==> src/sdf_pkg.sv <==
// What this block does
// - One output sample per ratio modulator periods; output rate is modulator rate over ratio.
// - Three-bit select picks ratio 128 to 16384, powers of two, eight rates.
// - Modulator bit feeds the sinc3 path and the fast path at once.
// - After reset the output is taken from the fast first-order path.
// - After exactly two fast outputs switch to sinc3 path until next reset.
// - Ratios 128 to 1024 pass the sinc3 result straight out, post stage averages groups of one.
// - Ratios 2048 up run sinc3 at 1024, post stage decimates by 2 to 16.
// - Filtering is plain averaging, a linear-phase FIR low-pass structure.
// - Unsettled samples are delivered like any other, never gated or flagged.
// - Settling times 432,816,1584,3120,6192,10288,18480,34864 modulator periods.
// - Modulator rate runs at half the main clock.
// - Fast path settles in one data period, sinc3 path in three.
package sdf_pkg;

    // ========================================
    // Widths and ratio encoding
    localparam int SDF_SEL_W = 3;
    localparam int SDF_ACC_W = 32;
    localparam int SDF_OUT_W = 31;
    localparam int SDF_CNT_W = 14;
    localparam int SDF_ONES_W = 15;
    localparam int SDF_POST_LOG2_W = 3;
    localparam int SDF_POST_EXTRA_W = 4;
    localparam logic [3:0] SDF_MIN_RATIO_LOG2 = 4'h7;
    localparam logic [3:0] SDF_SINC3_MAX_LOG2 = 4'ha;
    localparam logic [4:0] SDF_FULL_SCALE_LOG2 = 5'h1e;

    // ========================================
    // Settling times per select code, modulator periods
    localparam int SDF_SETTLE_TMOD [8] = '{432, 816, 1584, 3120, 6192, 10288, 18480, 34864};

    // ========================================
    // Output path sequencing
    typedef enum logic [2:0] {
        SDF_ST_FAST1 = 3'b001,
        SDF_ST_FAST2 = 3'b010,
        SDF_ST_SINC3 = 3'b100
    } sdf_path_e;

    typedef struct packed {
        logic from_fast;
        logic [SDF_OUT_W-1:0] value;
    } sdf_sample_s;

endpackage : sdf_pkg

==> src/sdf_filter.sv <==
module sdf_filter
    import sdf_pkg::*;
(
    // Clock and reset
    input wire logic clk_i,
    input wire logic reset_i,
    // Configuration
    input wire logic [SDF_SEL_W-1:0] decimation_ratio_select_i,
    // Modulator side
    input wire logic mod_bit_i,
    output logic modulator_rate_o,
    // Sample output
    output sdf_sample_s sample_o,
    output logic sample_valid_n_o
);

    // ========================================
    // Ratio decode
    logic [3:0] ratio_log2;
    logic [3:0] s3_log2;
    logic [SDF_POST_LOG2_W-1:0] post_log2;
    logic [3:0] s3_diff;
    logic [5:0] s3_shift;
    logic [4:0] fast_shift;
    logic [SDF_CNT_W-1:0] ratio_mask;
    logic [9:0] s3_mask;

    always_comb begin
        ratio_log2 = SDF_MIN_RATIO_LOG2 + {1'b0, decimation_ratio_select_i};
        // Sinc3 decimation saturates at 1024, post stage takes the rest
        s3_log2 = (ratio_log2 > SDF_SINC3_MAX_LOG2) ? SDF_SINC3_MAX_LOG2 : ratio_log2;
        post_log2 = SDF_POST_LOG2_W'(ratio_log2 - s3_log2);
        s3_diff = SDF_SINC3_MAX_LOG2 - s3_log2;
        s3_shift = {2'b00, s3_diff} * 6'h03;
        fast_shift = SDF_FULL_SCALE_LOG2 - {1'b0, ratio_log2};
        ratio_mask = SDF_CNT_W'((15'h0001 << ratio_log2) - 15'h0001);
        s3_mask = 10'((11'h001 << s3_log2) - 11'h001);
    end

    // ========================================
    // Modulator tick, half the main clock
    logic mod_phase;
    logic next_mod_phase;
    logic mod_tick;

    always_comb begin
        next_mod_phase = ~mod_phase;
        mod_tick = mod_phase;
    end

    always_ff @(posedge clk_i) begin
        if (reset_i) begin
            mod_phase <= 1'b0;
            modulator_rate_o <= 1'b0;
        end else begin
            mod_phase <= next_mod_phase;
            modulator_rate_o <= next_mod_phase;
        end
    end

    // ========================================
    // Output period counter
    logic [SDF_CNT_W-1:0] period_cnt;
    logic [SDF_CNT_W-1:0] next_period_cnt;
    logic period_last;
    logic s3_dump;

    always_comb begin
        period_last = mod_tick && ((period_cnt & ratio_mask) == ratio_mask);
        s3_dump = mod_tick && ((period_cnt[9:0] & s3_mask) == s3_mask);
        next_period_cnt = period_cnt;
        if (mod_tick) begin
            next_period_cnt = (period_cnt + 14'h0001) & ratio_mask;
        end
    end

    always_ff @(posedge clk_i) begin
        if (reset_i) begin
            period_cnt <= '0;
        end else begin
            period_cnt <= next_period_cnt;
        end
    end

    // ========================================
    // Fast-settling path: first-order average over one full period
    logic [SDF_ONES_W-1:0] ones;
    logic [SDF_ONES_W-1:0] next_ones;
    logic [SDF_ONES_W-1:0] fast_sum;
    logic [SDF_OUT_W-1:0] fast_hold;
    logic [SDF_OUT_W-1:0] next_fast_hold;

    always_comb begin
        fast_sum = ones + {{(SDF_ONES_W-1){1'b0}}, mod_bit_i};
        next_ones = ones;
        next_fast_hold = fast_hold;
        if (period_last) begin
            // Settled after a single data period
            next_fast_hold = {{(SDF_OUT_W-SDF_ONES_W){1'b0}}, fast_sum} << fast_shift;
            next_ones = '0;
        end else if (mod_tick) begin
            next_ones = fast_sum;
        end
    end

    always_ff @(posedge clk_i) begin
        if (reset_i) begin
            ones <= '0;
            fast_hold <= '0;
        end else begin
            ones <= next_ones;
            fast_hold <= next_fast_hold;
        end
    end

    // ========================================
    // Sinc3 path: three integrators, three combs at the decimated rate
    logic [SDF_ACC_W-1:0] integ [3];
    logic [SDF_ACC_W-1:0] next_integ [3];
    logic [SDF_ACC_W-1:0] dly [3];
    logic [SDF_ACC_W-1:0] next_dly [3];
    logic [SDF_ACC_W-1:0] comb_in [4];
    logic [SDF_OUT_W-1:0] s3_norm;

    always_comb begin
        next_integ = integ;
        next_dly = dly;
        if (mod_tick) begin
            next_integ[0] = integ[0] + {{(SDF_ACC_W-1){1'b0}}, mod_bit_i};
            next_integ[1] = integ[1] + integ[0];
            next_integ[2] = integ[2] + integ[1];
        end
        // Wrapping arithmetic is exact as long as the result fits the width
        comb_in[0] = integ[2];
        for (int k = 0; k < 3; k++) begin
            comb_in[k+1] = comb_in[k] - dly[k];
        end
        if (s3_dump) begin
            for (int k = 0; k < 3; k++) begin
                next_dly[k] = comb_in[k];
            end
        end
        // Full scale of every ratio lands on the same 2^30 grid
        s3_norm = comb_in[3][SDF_OUT_W-1:0] << s3_shift;
    end

    always_ff @(posedge clk_i) begin
        if (reset_i) begin
            for (int k = 0; k < 3; k++) begin
                integ[k] <= '0;
                dly[k] <= '0;
            end
        end else begin
            integ <= next_integ;
            dly <= next_dly;
        end
    end

    // ========================================
    // First-order post stage
    logic post_valid;
    logic [SDF_OUT_W-1:0] post_value;

    sdf_post_avg u_post (
        .clk_i(clk_i),
        .reset_i(reset_i),
        .in_valid_i(s3_dump),
        .group_last_i(period_last),
        .group_log2_i(post_log2),
        .in_value_i(s3_norm),
        .out_valid_o(post_valid),
        .out_value_o(post_value)
    );

    // ========================================
    // Path selection and output register
    sdf_path_e path;
    sdf_path_e next_path;
    sdf_sample_s next_sample;
    logic next_valid_n;

    always_comb begin
        next_path = path;
        next_sample = sample_o;
        next_valid_n = 1'b1;
        // Every result is delivered, settled or not
        if (post_valid) begin
            next_valid_n = 1'b0;
            case (path)
                SDF_ST_FAST1: begin
                    next_sample = '{from_fast: 1'b1, value: fast_hold};
                    next_path = SDF_ST_FAST2;
                end
                SDF_ST_FAST2: begin
                    next_sample = '{from_fast: 1'b1, value: fast_hold};
                    next_path = SDF_ST_SINC3;
                end
                SDF_ST_SINC3: begin
                    next_sample = '{from_fast: 1'b0, value: post_value};
                    next_path = SDF_ST_SINC3;
                end
                default: begin
                    next_sample = '{from_fast: 1'b1, value: fast_hold};
                    next_path = SDF_ST_FAST1;
                end
            endcase
        end
    end

    always_ff @(posedge clk_i) begin
        if (reset_i) begin
            path <= SDF_ST_FAST1;
            sample_o <= '0;
            sample_valid_n_o <= 1'b1;
        end else begin
            path <= next_path;
            sample_o <= next_sample;
            sample_valid_n_o <= next_valid_n;
        end
    end

endmodule : sdf_filter

==> src/sdf_post_avg.sv <==
module sdf_post_avg
    import sdf_pkg::*;
(
    // Clock and reset
    input wire logic clk_i,
    input wire logic reset_i,
    // Sinc3 results in
    input wire logic in_valid_i,
    input wire logic group_last_i,
    input wire logic [SDF_POST_LOG2_W-1:0] group_log2_i,
    input wire logic [SDF_OUT_W-1:0] in_value_i,
    // Averaged results out
    output logic out_valid_o,
    output logic [SDF_OUT_W-1:0] out_value_o
);

    localparam int SUM_W = SDF_OUT_W + SDF_POST_EXTRA_W;

    logic [SUM_W-1:0] acc;
    logic [SUM_W-1:0] next_acc;
    logic next_out_valid;
    logic [SDF_OUT_W-1:0] next_out_value;
    logic [SUM_W-1:0] sum;

    // ========================================
    // Group accumulation
    always_comb begin
        sum = acc + {{SDF_POST_EXTRA_W{1'b0}}, in_value_i};
        next_acc = acc;
        next_out_valid = 1'b0;
        next_out_value = out_value_o;
        if (in_valid_i) begin
            if (group_last_i) begin
                // A group of one is a plain pass-through
                next_out_value = SDF_OUT_W'(sum >> group_log2_i);
                next_out_valid = 1'b1;
                next_acc = '0;
            end else begin
                next_acc = sum;
            end
        end
    end

    always_ff @(posedge clk_i) begin
        if (reset_i) begin
            acc <= '0;
            out_valid_o <= 1'b0;
            out_value_o <= '0;
        end else begin
            acc <= next_acc;
            out_valid_o <= next_out_valid;
            out_value_o <= next_out_value;
        end
    end

endmodule : sdf_post_avg

==> config.mk <==
export PLATFORM = sky130hd
export DESIGN_NAME = sdf_filter
export DESIGN_NICKNAME = d
export VERILOG_FILES = /design/src/sdf_pkg.sv /design/src/sdf_filter.sv /design/src/sdf_post_avg.sv
export SDC_FILE = /design/constraint.sdc
export NUM_CORES = 1
export LEC_CHECK = 0
export ABC_AREA = 1
export BUFFER_PORTS_ARGS = -buffer_cell sky130_fd_sc_hd__buf_2
export CORE_ASPECT_RATIO = 1.1
export CORE_MARGIN = 3
export CORE_UTILIZATION = 50
export CTS_BUF_LIST = sky130_fd_sc_hd__clkbuf_8
export DETAILED_ROUTE_END_ITERATION = 7
export MAX_ROUTING_LAYER = met4
export PLACE_DENSITY_LB_ADDON = 0.2
export SYNTH_ARGS = -nofsm -noshare
export SYNTH_HDL_FRONTEND = slang
export SYNTH_SLANG_ARGS = --single-unit
==> constraint.sdc <==
create_clock -name clk_i -period 8.5 [get_ports clk_i]
set_input_delay 0.425 -clock clk_i [delete_from_list [all_inputs] [get_ports clk_i]]
set_output_delay 0.425 -clock clk_i [all_outputs]
set_load 0.02 [all_outputs]
# Word level (Yosys, flattened, before mapping)
# Index checks and enable logic that the tools add are counted.
# classes
addsub	15
multipliers	1
n_lt_le_gt_ge	1
n_eq_ne	5
shifts	5
mux	6
bitwise	5
n_reduce_logical	6
# op_table
op	n
$sub A31 B31 Y31	3
$add A32 B32 Y32	2
$add A35 B31 Y35	1
$mux W35	1
$shr A35 B3 Y31	1
$add A32 B1 Y32	1
$mux W32	1
$shl A15 B5 Y31	1
$shl A31 B6 Y31	1
$and A14 B14 Y14	2
$add A15 B1 Y15	1
$add A14 B1 Y14 const B	1
$eq A14 B14 Y1	1
$shl A1 B4 Y14 const A	1
$sub A14 B1 Y14 const B	1
$and A10 B10 Y10	1
$eq A10 B10 Y1	1
$shl A1 B4 Y10 const A	1
$sub A10 B1 Y10 const B	1
$mul A4 B2 Y6 const B	1
$pmux W3 S2	1
$reduce_or A2 Y1	3
$sub A5 B4 Y5 const A	1
$add A3 B3 Y4 const A	1
11 further kinds	14
# word_totals
ff_bits	353
in_bits	6
out_inout_bits	34
wordCells	61

# Logic depth before layout (Yosys ltp)
# Gate-level depths: netlist (run 1).
# depth
depth_word	10
mapped_depth	60
ltp_nobuf	60

# By module
# A second synthesis (run 1) with hierarchy kept.
# unflattened
cells_unflattened	4580
area_unflattened_um2	28345.9
# by_module_without_submodules
mod	instances	cells_each	area_each_um2	seq_area_each_um2
sdf_filter	1	3551	22454.0	5665.4
sdf_post_avg	1	1029	5891.9	1341.3

# Worst setup path before layout (run 1)
# OpenSTA, ideal clock, no wires.
# synth_path
kind	reg-to-reg
start	reg integ (netlist bit comb_in[96])
end	reg u_post.out_value_o[21]
setup_ps	70
t_arrival_ps	6817
required_ps	8430
path_slack_ps	1612
path_stages_with_launch	48
path_buffers	0
synth_period_minus_slack_ps	6888
cell_sequence	dfxtp_1 inv_1 ha_1 fa_1 inv_1 nand2_1 nand3_1 a21oi_1 o21ai_0 a31oi_1 xnor2_1 ha_1 nand2_1 nor2_1 nand4_1 o21ai_0 a31oi_1 o21ai_0 [... 12 more ...] nand2_1 nor2_1 o21ai_0 a21oi_1 ha_1 nand2_1 nor4_1 nand3_1 nand3_1 nand2_1 nand2_1 xor2_1 nand2_1 nand3_1 nand3_1 o21ai_0 nand2_1 a21oi_1
# synth_lines
element	line_no	source
from (decl)	sdf_filter.sv:118	logic [SDF_ACC_W-1:0] integ [3];
from (signal assigned)	sdf_filter.sv:154	integ <= next_integ;
to (signal assigned)	sdf_post_avg.sv:52	out_value_o <= next_out_value;
to (decl)	sdf_post_avg.sv:14	output logic [SDF_OUT_W-1:0] out_value_o

==> results.json, run 1 <==
{
  "status": "complete, no violations",
  "cts_root_buf": "clkbuf_8",
  "setup.worst_path.start_class": "flop",
  "ys_types": 58,
  "drtIter0Drc": 2140,
  "ant_nets": 0,
  "timing.final.crit_period_ns": 7.84,
  "ys_ff_latch": 350,
  "tightestPinTransition_ns": 1.27,
  "slowest_stage": "o21ai_0",
  "drt-wirelength-per-cell_um": 15.5,
  "htreeDepth": 2,
  "critPathTopFamily": "compound AO/OA/AOI/OAI gates",
  "vias_per_cell": 5.47,
  "min_period_over_period": 0.923,
  "ir_worst_vdd_mv": 0.137,
  "synth_warnings": 0,
  "insertion_delay_ns": 0.69,
  "cts.sinks": 350,
  "hold_class": "in2reg",
  "synthCells": 4357,
  "fmaxAchievable_mhz": 128,
  "rows": 89,
  "synth.area.top_cells": "dfxtp_1, nand2_1, ha_1, o21ai_0, inv_1",
  "clkSlewWorstSetupHoldPaths_ns": 0.06,
  "synth_top_area_frac": 0.256,
  "dp_hpwl_mm": 59.3,
  "place_ws_ns": 0.388,
  "dr.pass1.iters": 6,
  "drive_gt1_frac": 0.0583,
  "grt_usage": 0.275,
  "coreArea_um2": 53900,
  "die_h_um": 251,
  "area_delta_synth_final_pct": 7.66,
  "final_max_slew_viol_count": 0,
  "setup_viol": 0,
  "overflow": 0,
  "final_common_cell": "nand2_1",
  "cp.buffers_inverters": 4,
  "pin_count": 40,
  "vias": 27900,
  "synth-main-ff-cell": "dfxtp_1",
  "skew_ns": 0.0542,
  "final_cell_mix": "nand2_1, inv_1, o21ai_0",
  "numCtsBuffers": 61,
  "grt_pass1_wl_mm": 130,
  "portBuffers": 39,
  "p_switching_w": 0.00391,
  "antenna_found_initial": 1,
  "cp_max_fo": 5,
  "die_area_um2": 57600,
  "swShare": 0.492,
  "dp_cells": 4991,
  "critical_path_class": "reg2reg",
  "powerDensity_nw_per_um2": 270,
  "worst_ep_arrival_time_ns": 8.39,
  "drv_cap": 0,
  "critPathMostFrequentCell": "o21ai_0",
  "layout.cells.non_filler": 5102,
  "p_clk_frac": 0.194,
  "routabilityCongestion": 0.966,
  "hold_buffers": 0,
  "p_leak_nw": 13.6,
  "drc": 0,
  "critPathMaxStageDelay_ns": 0.39,
  "cts_tree": "done",
  "grt_max_degree": 150,
  "grt_pass1_vias": 26000,
  "finalHoldViolations": 0,
  "syn_area_per_cell_um2": 6.28,
  "initial_core_util": 0.508,
  "synth_top_area_cell": "dfxtp_1",
  "power.total_w": 0.00795,
  "fin_ws_ns": 0.657,
  "synth-async-reset-ratio": 0,
  "die-width_um": 229,
  "p_seq_frac": 0.215,
  "nets": 4539,
  "cp-end-kind": "flop",
  "synth-seq-area-share": 0.256,
  "relSlewSlack": 0.149,
  "netlist_area_um2": 27400,
  "synth_edf_count": 0,
  "cp.required_ns": 9.05,
  "drt_wl_total_mm": 79.0,
  "p_comb_frac": 0.591,
  "cts_max_path_buffers": 3,
  "intPower_w": 0.00404
}
-- worst reg2reg max path: cells and delay by family, from the launching register on --
kind	cells	cell delay, ns
adder cells (fa/ha/maj)	4	1.35
flip-flops	1	0.34
buffers and inverters	4	0.54
XOR/XNOR	4	1.05
AO/OA/AOI/OAI	14	3.05
AND/OR/NAND/NOR	10	1.38
-- synthesized netlist by cell type, types with 15 or more instances --
master and number:
nand2_1 1037, xnor2_1 39, or2_2 20, nand4_1 40, o21ai_1 16, buf_1 19
clkbuf_1 124, xor2_1 108, a211oi_1 33, nor3_1 57, a21o_1 19, nor2_1 360
inv_1 527, o211ai_1 18, a21oi_1 377, nand3_1 366, ha_1 198, a31oi_1 80
dfxtp_1 350, o21ai_0 399, buf_2 15
-- through the flow --
step | TNS (ns) | hold slack [ns] | cell area, um2 | util
global route | -0.0639 | 0.222 | 29500 | 0.546
global placement | 0 | 0.415 | 28100 | 0.521
detailed placement | 0 | 0.418 | 28100 | 0.521
floorplan | 0 | 0.408 | 27400 | -
finish | 0 | 0.226 | 29500 | 0.546
CTS | 0 | 0.196 | 29300 | 0.543
-- cells by family after synthesis --
family	Yosys count	synth area share
simple gates	1930	0.297
flops	350	0.256
compound gates	1017	0.205
fa+ha+maj	204	0.0949
buf+inv	704	0.0985
other cells	1	0.000137
xor+xnor	148	0.0477
mux	3	0.00110
-- layout make-up --
type | instances | area [um2]
antenna | 1 | 2.50
inverter | 539 | 2030
clock inverter | 31 | 151
multi-input combinational | 3304 | 17900
clock buffer | 76 | 1050
fill | 5659 | 24400
tap | 728 | 911
sequential | 350 | 7010
timing repair buffer | 73 | 453
-- power groups by stage --
stage | Clock [W] | Combinational (W) | Sequential (W)
CTS | 0.00159 | 0.00452 | 0.00171
global placement | 0 | 0.00450 | 0.00174
global route | 0.00166 | 0.00531 | 0.00171
finish | 0.00154 | 0.00470 | 0.00171
detailed placement | 0 | 0.00450 | 0.00174
floorplan | 0 | 0.00340 | 0.00173
-- sequential cells by signal, summed over array words and instances (netlist names) --
name and count:
sample_valid_n_o 1, u_post.out_valid_o 1, sample_o 32, dly 93
comb_in 31, u_post.acc 35, ones 15, path 3
mod_phase 1, period_cnt 14, integ 62, fast_hold 31
u_post.out_value_o 31
-- worst paths after layout --
kind / start / to / slack [ns] / depth (start not counted)
max: comb_in[98]$_SDFFE_PP0P_ / u_post.out_value_o[5]$_SDFFE_PP0P_ / 0.66 / 36
min: mod_bit_i / integ[64]$_SDFFE_PP0P_ / 0.23 / 4
max reg2reg: comb_in[98]$_SDFFE_PP0P_ / u_post.out_value_o[5]$_SDFFE_PP0P_ / 0.66 / 36
min reg2reg: fast_hold[0]$_SDFFE_PP0P_ / fast_hold[0]$_SDFFE_PP0P_ / 0.42 / 2
-- routing by layer --
layer  track usage  part of all wire
met4        0.0776             0.025
met1         0.363              0.47
met2         0.443              0.45
met3        0.0373             0.055
met5             -                 0
-- timing repair --
action                                  4_1_cts  5_1_grt
setup buffers                                 0        3
gates resized for setup                       0       47
endpoints found under the setup margin        0       34
endpoints found under the hold margin         0        0
No activity file was read; power rests on OpenSTA's default activity.
==> inputs of run 2 (changes only) <==
--- a/config.mk
+++ b/config.mk
@@ -5,7 +5,6 @@
 export SDC_FILE = /design/constraint.sdc
 export NUM_CORES = 1
 export LEC_CHECK = 0
-export ABC_AREA = 1
 export BUFFER_PORTS_ARGS = -buffer_cell sky130_fd_sc_hd__buf_2
 export CORE_ASPECT_RATIO = 1.1
 export CORE_MARGIN = 3
==> run 2 against run 1 <==
  * Cell count shrank 13%
  * Maximum frequency decreased by 6.8%
  * Sequential power decreased by 3%
  * Flip-flop and latch count did not move
  * Hold slack lost 0.036 ns
  * Core utilization grew 5.3 points
  * Die area is 1.4% lower
  * Largest power group unchanged
==> results.json, run 2 <==
{
  "status": "complete, no violations",
  "place_ws_ns": -0.260,
  "drt_wl_total_mm": 78.7,
  "timing.final.crit_period_ns": 8.42,
  "stdcell_area_um2": 31700,
  "syn_area_per_cell_um2": 7.63,
  "critPathMaxStageDelay_ns": 0.49,
  "hold_start": "mod_bit_i",
  "drv_cap": 0,
  "pin_count": 40,
  "p_leak_nw": 13.2,
  "ir_worst_vdd_mv": 0.127,
  "critical_path_class": "reg2reg",
  "grt_usage": 0.274,
  "synth-seq-area-share": 0.260,
  "vias": 26400,
  "clkSlewWorstSetupHoldPaths_ns": 0.06,
  "skew_ns": 0.0506,
  "synth_most_common_cell": "nand2_1",
  "cp.required_ns": 9.04,
  "powerDensity_nw_per_um2": 247,
  "min_period_over_period": 0.990,
  "die_area_um2": 56800,
  "worst_ep_arrival_time_ns": 8.96,
  "ant_nets": 0,
  "ys_ff_latch": 350,
  "placed_area_um2": 29000,
  "drc": 0,
  "cts_tree": "done",
  "grt_pass1_vias": 25000,
  "reg2reg_from": "dly[65]$_SDFFE_PP0P_",
  "cts_root_buf": "clkbuf_8",
  "largest-register": "dly",
  "cp-end-kind": "flop",
  "setup_viol": 0,
  "vias_per_cell": 5.97,
  "finalHoldViolations": 0,
  "drt-wirelength-per-cell_um": 17.8,
  "ys_types": 90,
  "synth_top_area_cell": "dfxtp_1",
  "critPathMostFrequentCell": "buf_4",
  "cp-startpoint": "dly[65]$_SDFFE_PP0P_",
  "hold_class": "in2reg",
  "tightestPinTransition_ns": 1.24,
  "fmaxAchievable_mhz": 119,
  "synthCells": 3535,
  "ff2ff_path_depth": 41,
  "cts.sinks": 350,
  "numCtsBuffers": 67,
  "synth-main-ff-cell": "dfxtp_1",
  "yosys-top-cells-count": "nand2_1, nor2_1, dfxtp_1",
  "drive_gt1_frac": 0.173,
  "routabilityCongestion": 0.964,
  "rsz0062_at_grt": "true",
  "rows": 88,
  "die-width_um": 227,
  "hold_buffers": 0,
  "setup.worst_path.start_class": "flop",
  "synth_top_area_frac": 0.260,
  "grt_max_degree": 102,
  "slowest_stage": "mux4_2",
  "largest_reg_flops": 93,
  "dr.pass1.iters": 6,
  "synth.area.top_cells": "dfxtp_1, ha_1, a21oi_1, nand2_1, nor2_1",
  "dp_hpwl_mm": 57.9,
  "netlist_area_um2": 27000,
  "synth-async-reset-ratio": 0,
  "final_cell_mix": "nand2_1, nor2_1, dfxtp_1",
  "final_max_slew_viol_count": 0,
  "min_path_cells": 4,
  "final_common_cell": "nand2_1",
  "fin_ws_ns": 0.0839,
  "drtIter0Drc": 1464,
  "nets": 3908,
  "antenna_found_initial": 0,
  "cp_max_fo": 9,
  "overflow": 0,
  "portBuffers": 39,
  "cts_max_path_buffers": 3,
  "synth_warnings": 0,
  "coreArea_um2": 52900,
  "reg_top3": "dly (93), integ (62), u_post.acc (35)",
  "initial_core_util": 0.510,
  "synth_edf_count": 0,
  "insertion_delay_ns": 0.67,
  "grt_pass1_wl_mm": 126,
  "area_delta_synth_final_pct": 17.5,
  "relSlewSlack": 0.173,
  "die_h_um": 250,
  "htreeDepth": 3
}
run 2: stage by stage:
step           setup TNS [ns]  utilization  total power (W)  instances  hold slack, ns
2_1_floorplan               0            -          0.00401       3536           0.424
3_5_place_dp            -1.73        0.549          0.00544       4281           0.446
6_report                    0        0.600          0.00783       4423           0.190
5_1_grt                 -4.98        0.600          0.00832       4422           0.189
3_3_place_gp           -0.795        0.549          0.00540       4281           0.442
4_1_cts                     0        0.579          0.00735       4403           0.143
run 2: worst max-delay path: cells and delay by family (launching register included):
kind,cells,cell delay (ns)
AO/OA/AOI/OAI,14,2.58
XOR/XNOR,4,0.67
adder cells (fa/ha/maj),4,1.23
buffers and inverters,6,0.85
flip-flops,1,0.34
multiplexers,3,1.07
AND/OR/NAND/NOR,10,1.57
run 2: final timing paths:
path / endpoint / slack [ns]
max reg2reg: u_post.out_value_o[25]$_SDFFE_PP0P_ / 0.08
min: integ[64]$_SDFFE_PP0P_ / 0.19
min reg2reg: dly[69]$_SDFFE_PP0P_ / 0.45
max: u_post.out_value_o[25]$_SDFFE_PP0P_ / 0.08
run 2: timing repair:
action,CTS,global route
gates resized for setup,22,199
setup buffers,4,22
endpoints found under the setup margin,19,38
endpoints found under the hold margin,0,0
gates cloned,0,0
pin swaps,13,120
run 2: final cells by class:
cell class	count	area, um2
clock inverters	34	283
flip-flops and latches	350	7010
clock buffers	84	1160
repair buffers	292	2110
diodes	1	2.50
multi-input cells	2815	19600
fillers	4784	21200
inverters	172	646
well taps	675	845
run 2: report_power, final:
part	leakage (nW)	switching [W]	internal [W]
logic	9.56	0.00236	0.00200
registers	2.82	0.0000141	0.00165
clock network	0.801	0.000788	0.00102
total	13.2	0.00316	0.00467
run 2: layer usage:
| layer | track usage | vias to the layer above | share of wire |
|---|---|---|---|
| li1 | - | 13000 | - |
| met1 | 0.309 | 12600 | 0.41 |
| met2 | 0.479 | 561 | 0.50 |
| met3 | 0.0338 | 241 | 0.036 |
| met4 | 0.133 | 0 | 0.051 |
| met5 | - | - | 0 |
run 2: cell families after synthesis:
kind of cell	synth area share
buffers and inverters	0.0528
AOI/OAI and AO/OA	0.258
xor gates and xnor gates	0.0732
adders and majority gates	0.0963
muxes	0.0677
other	0.000139
and+or+nand+nor	0.192
DFF	0.260
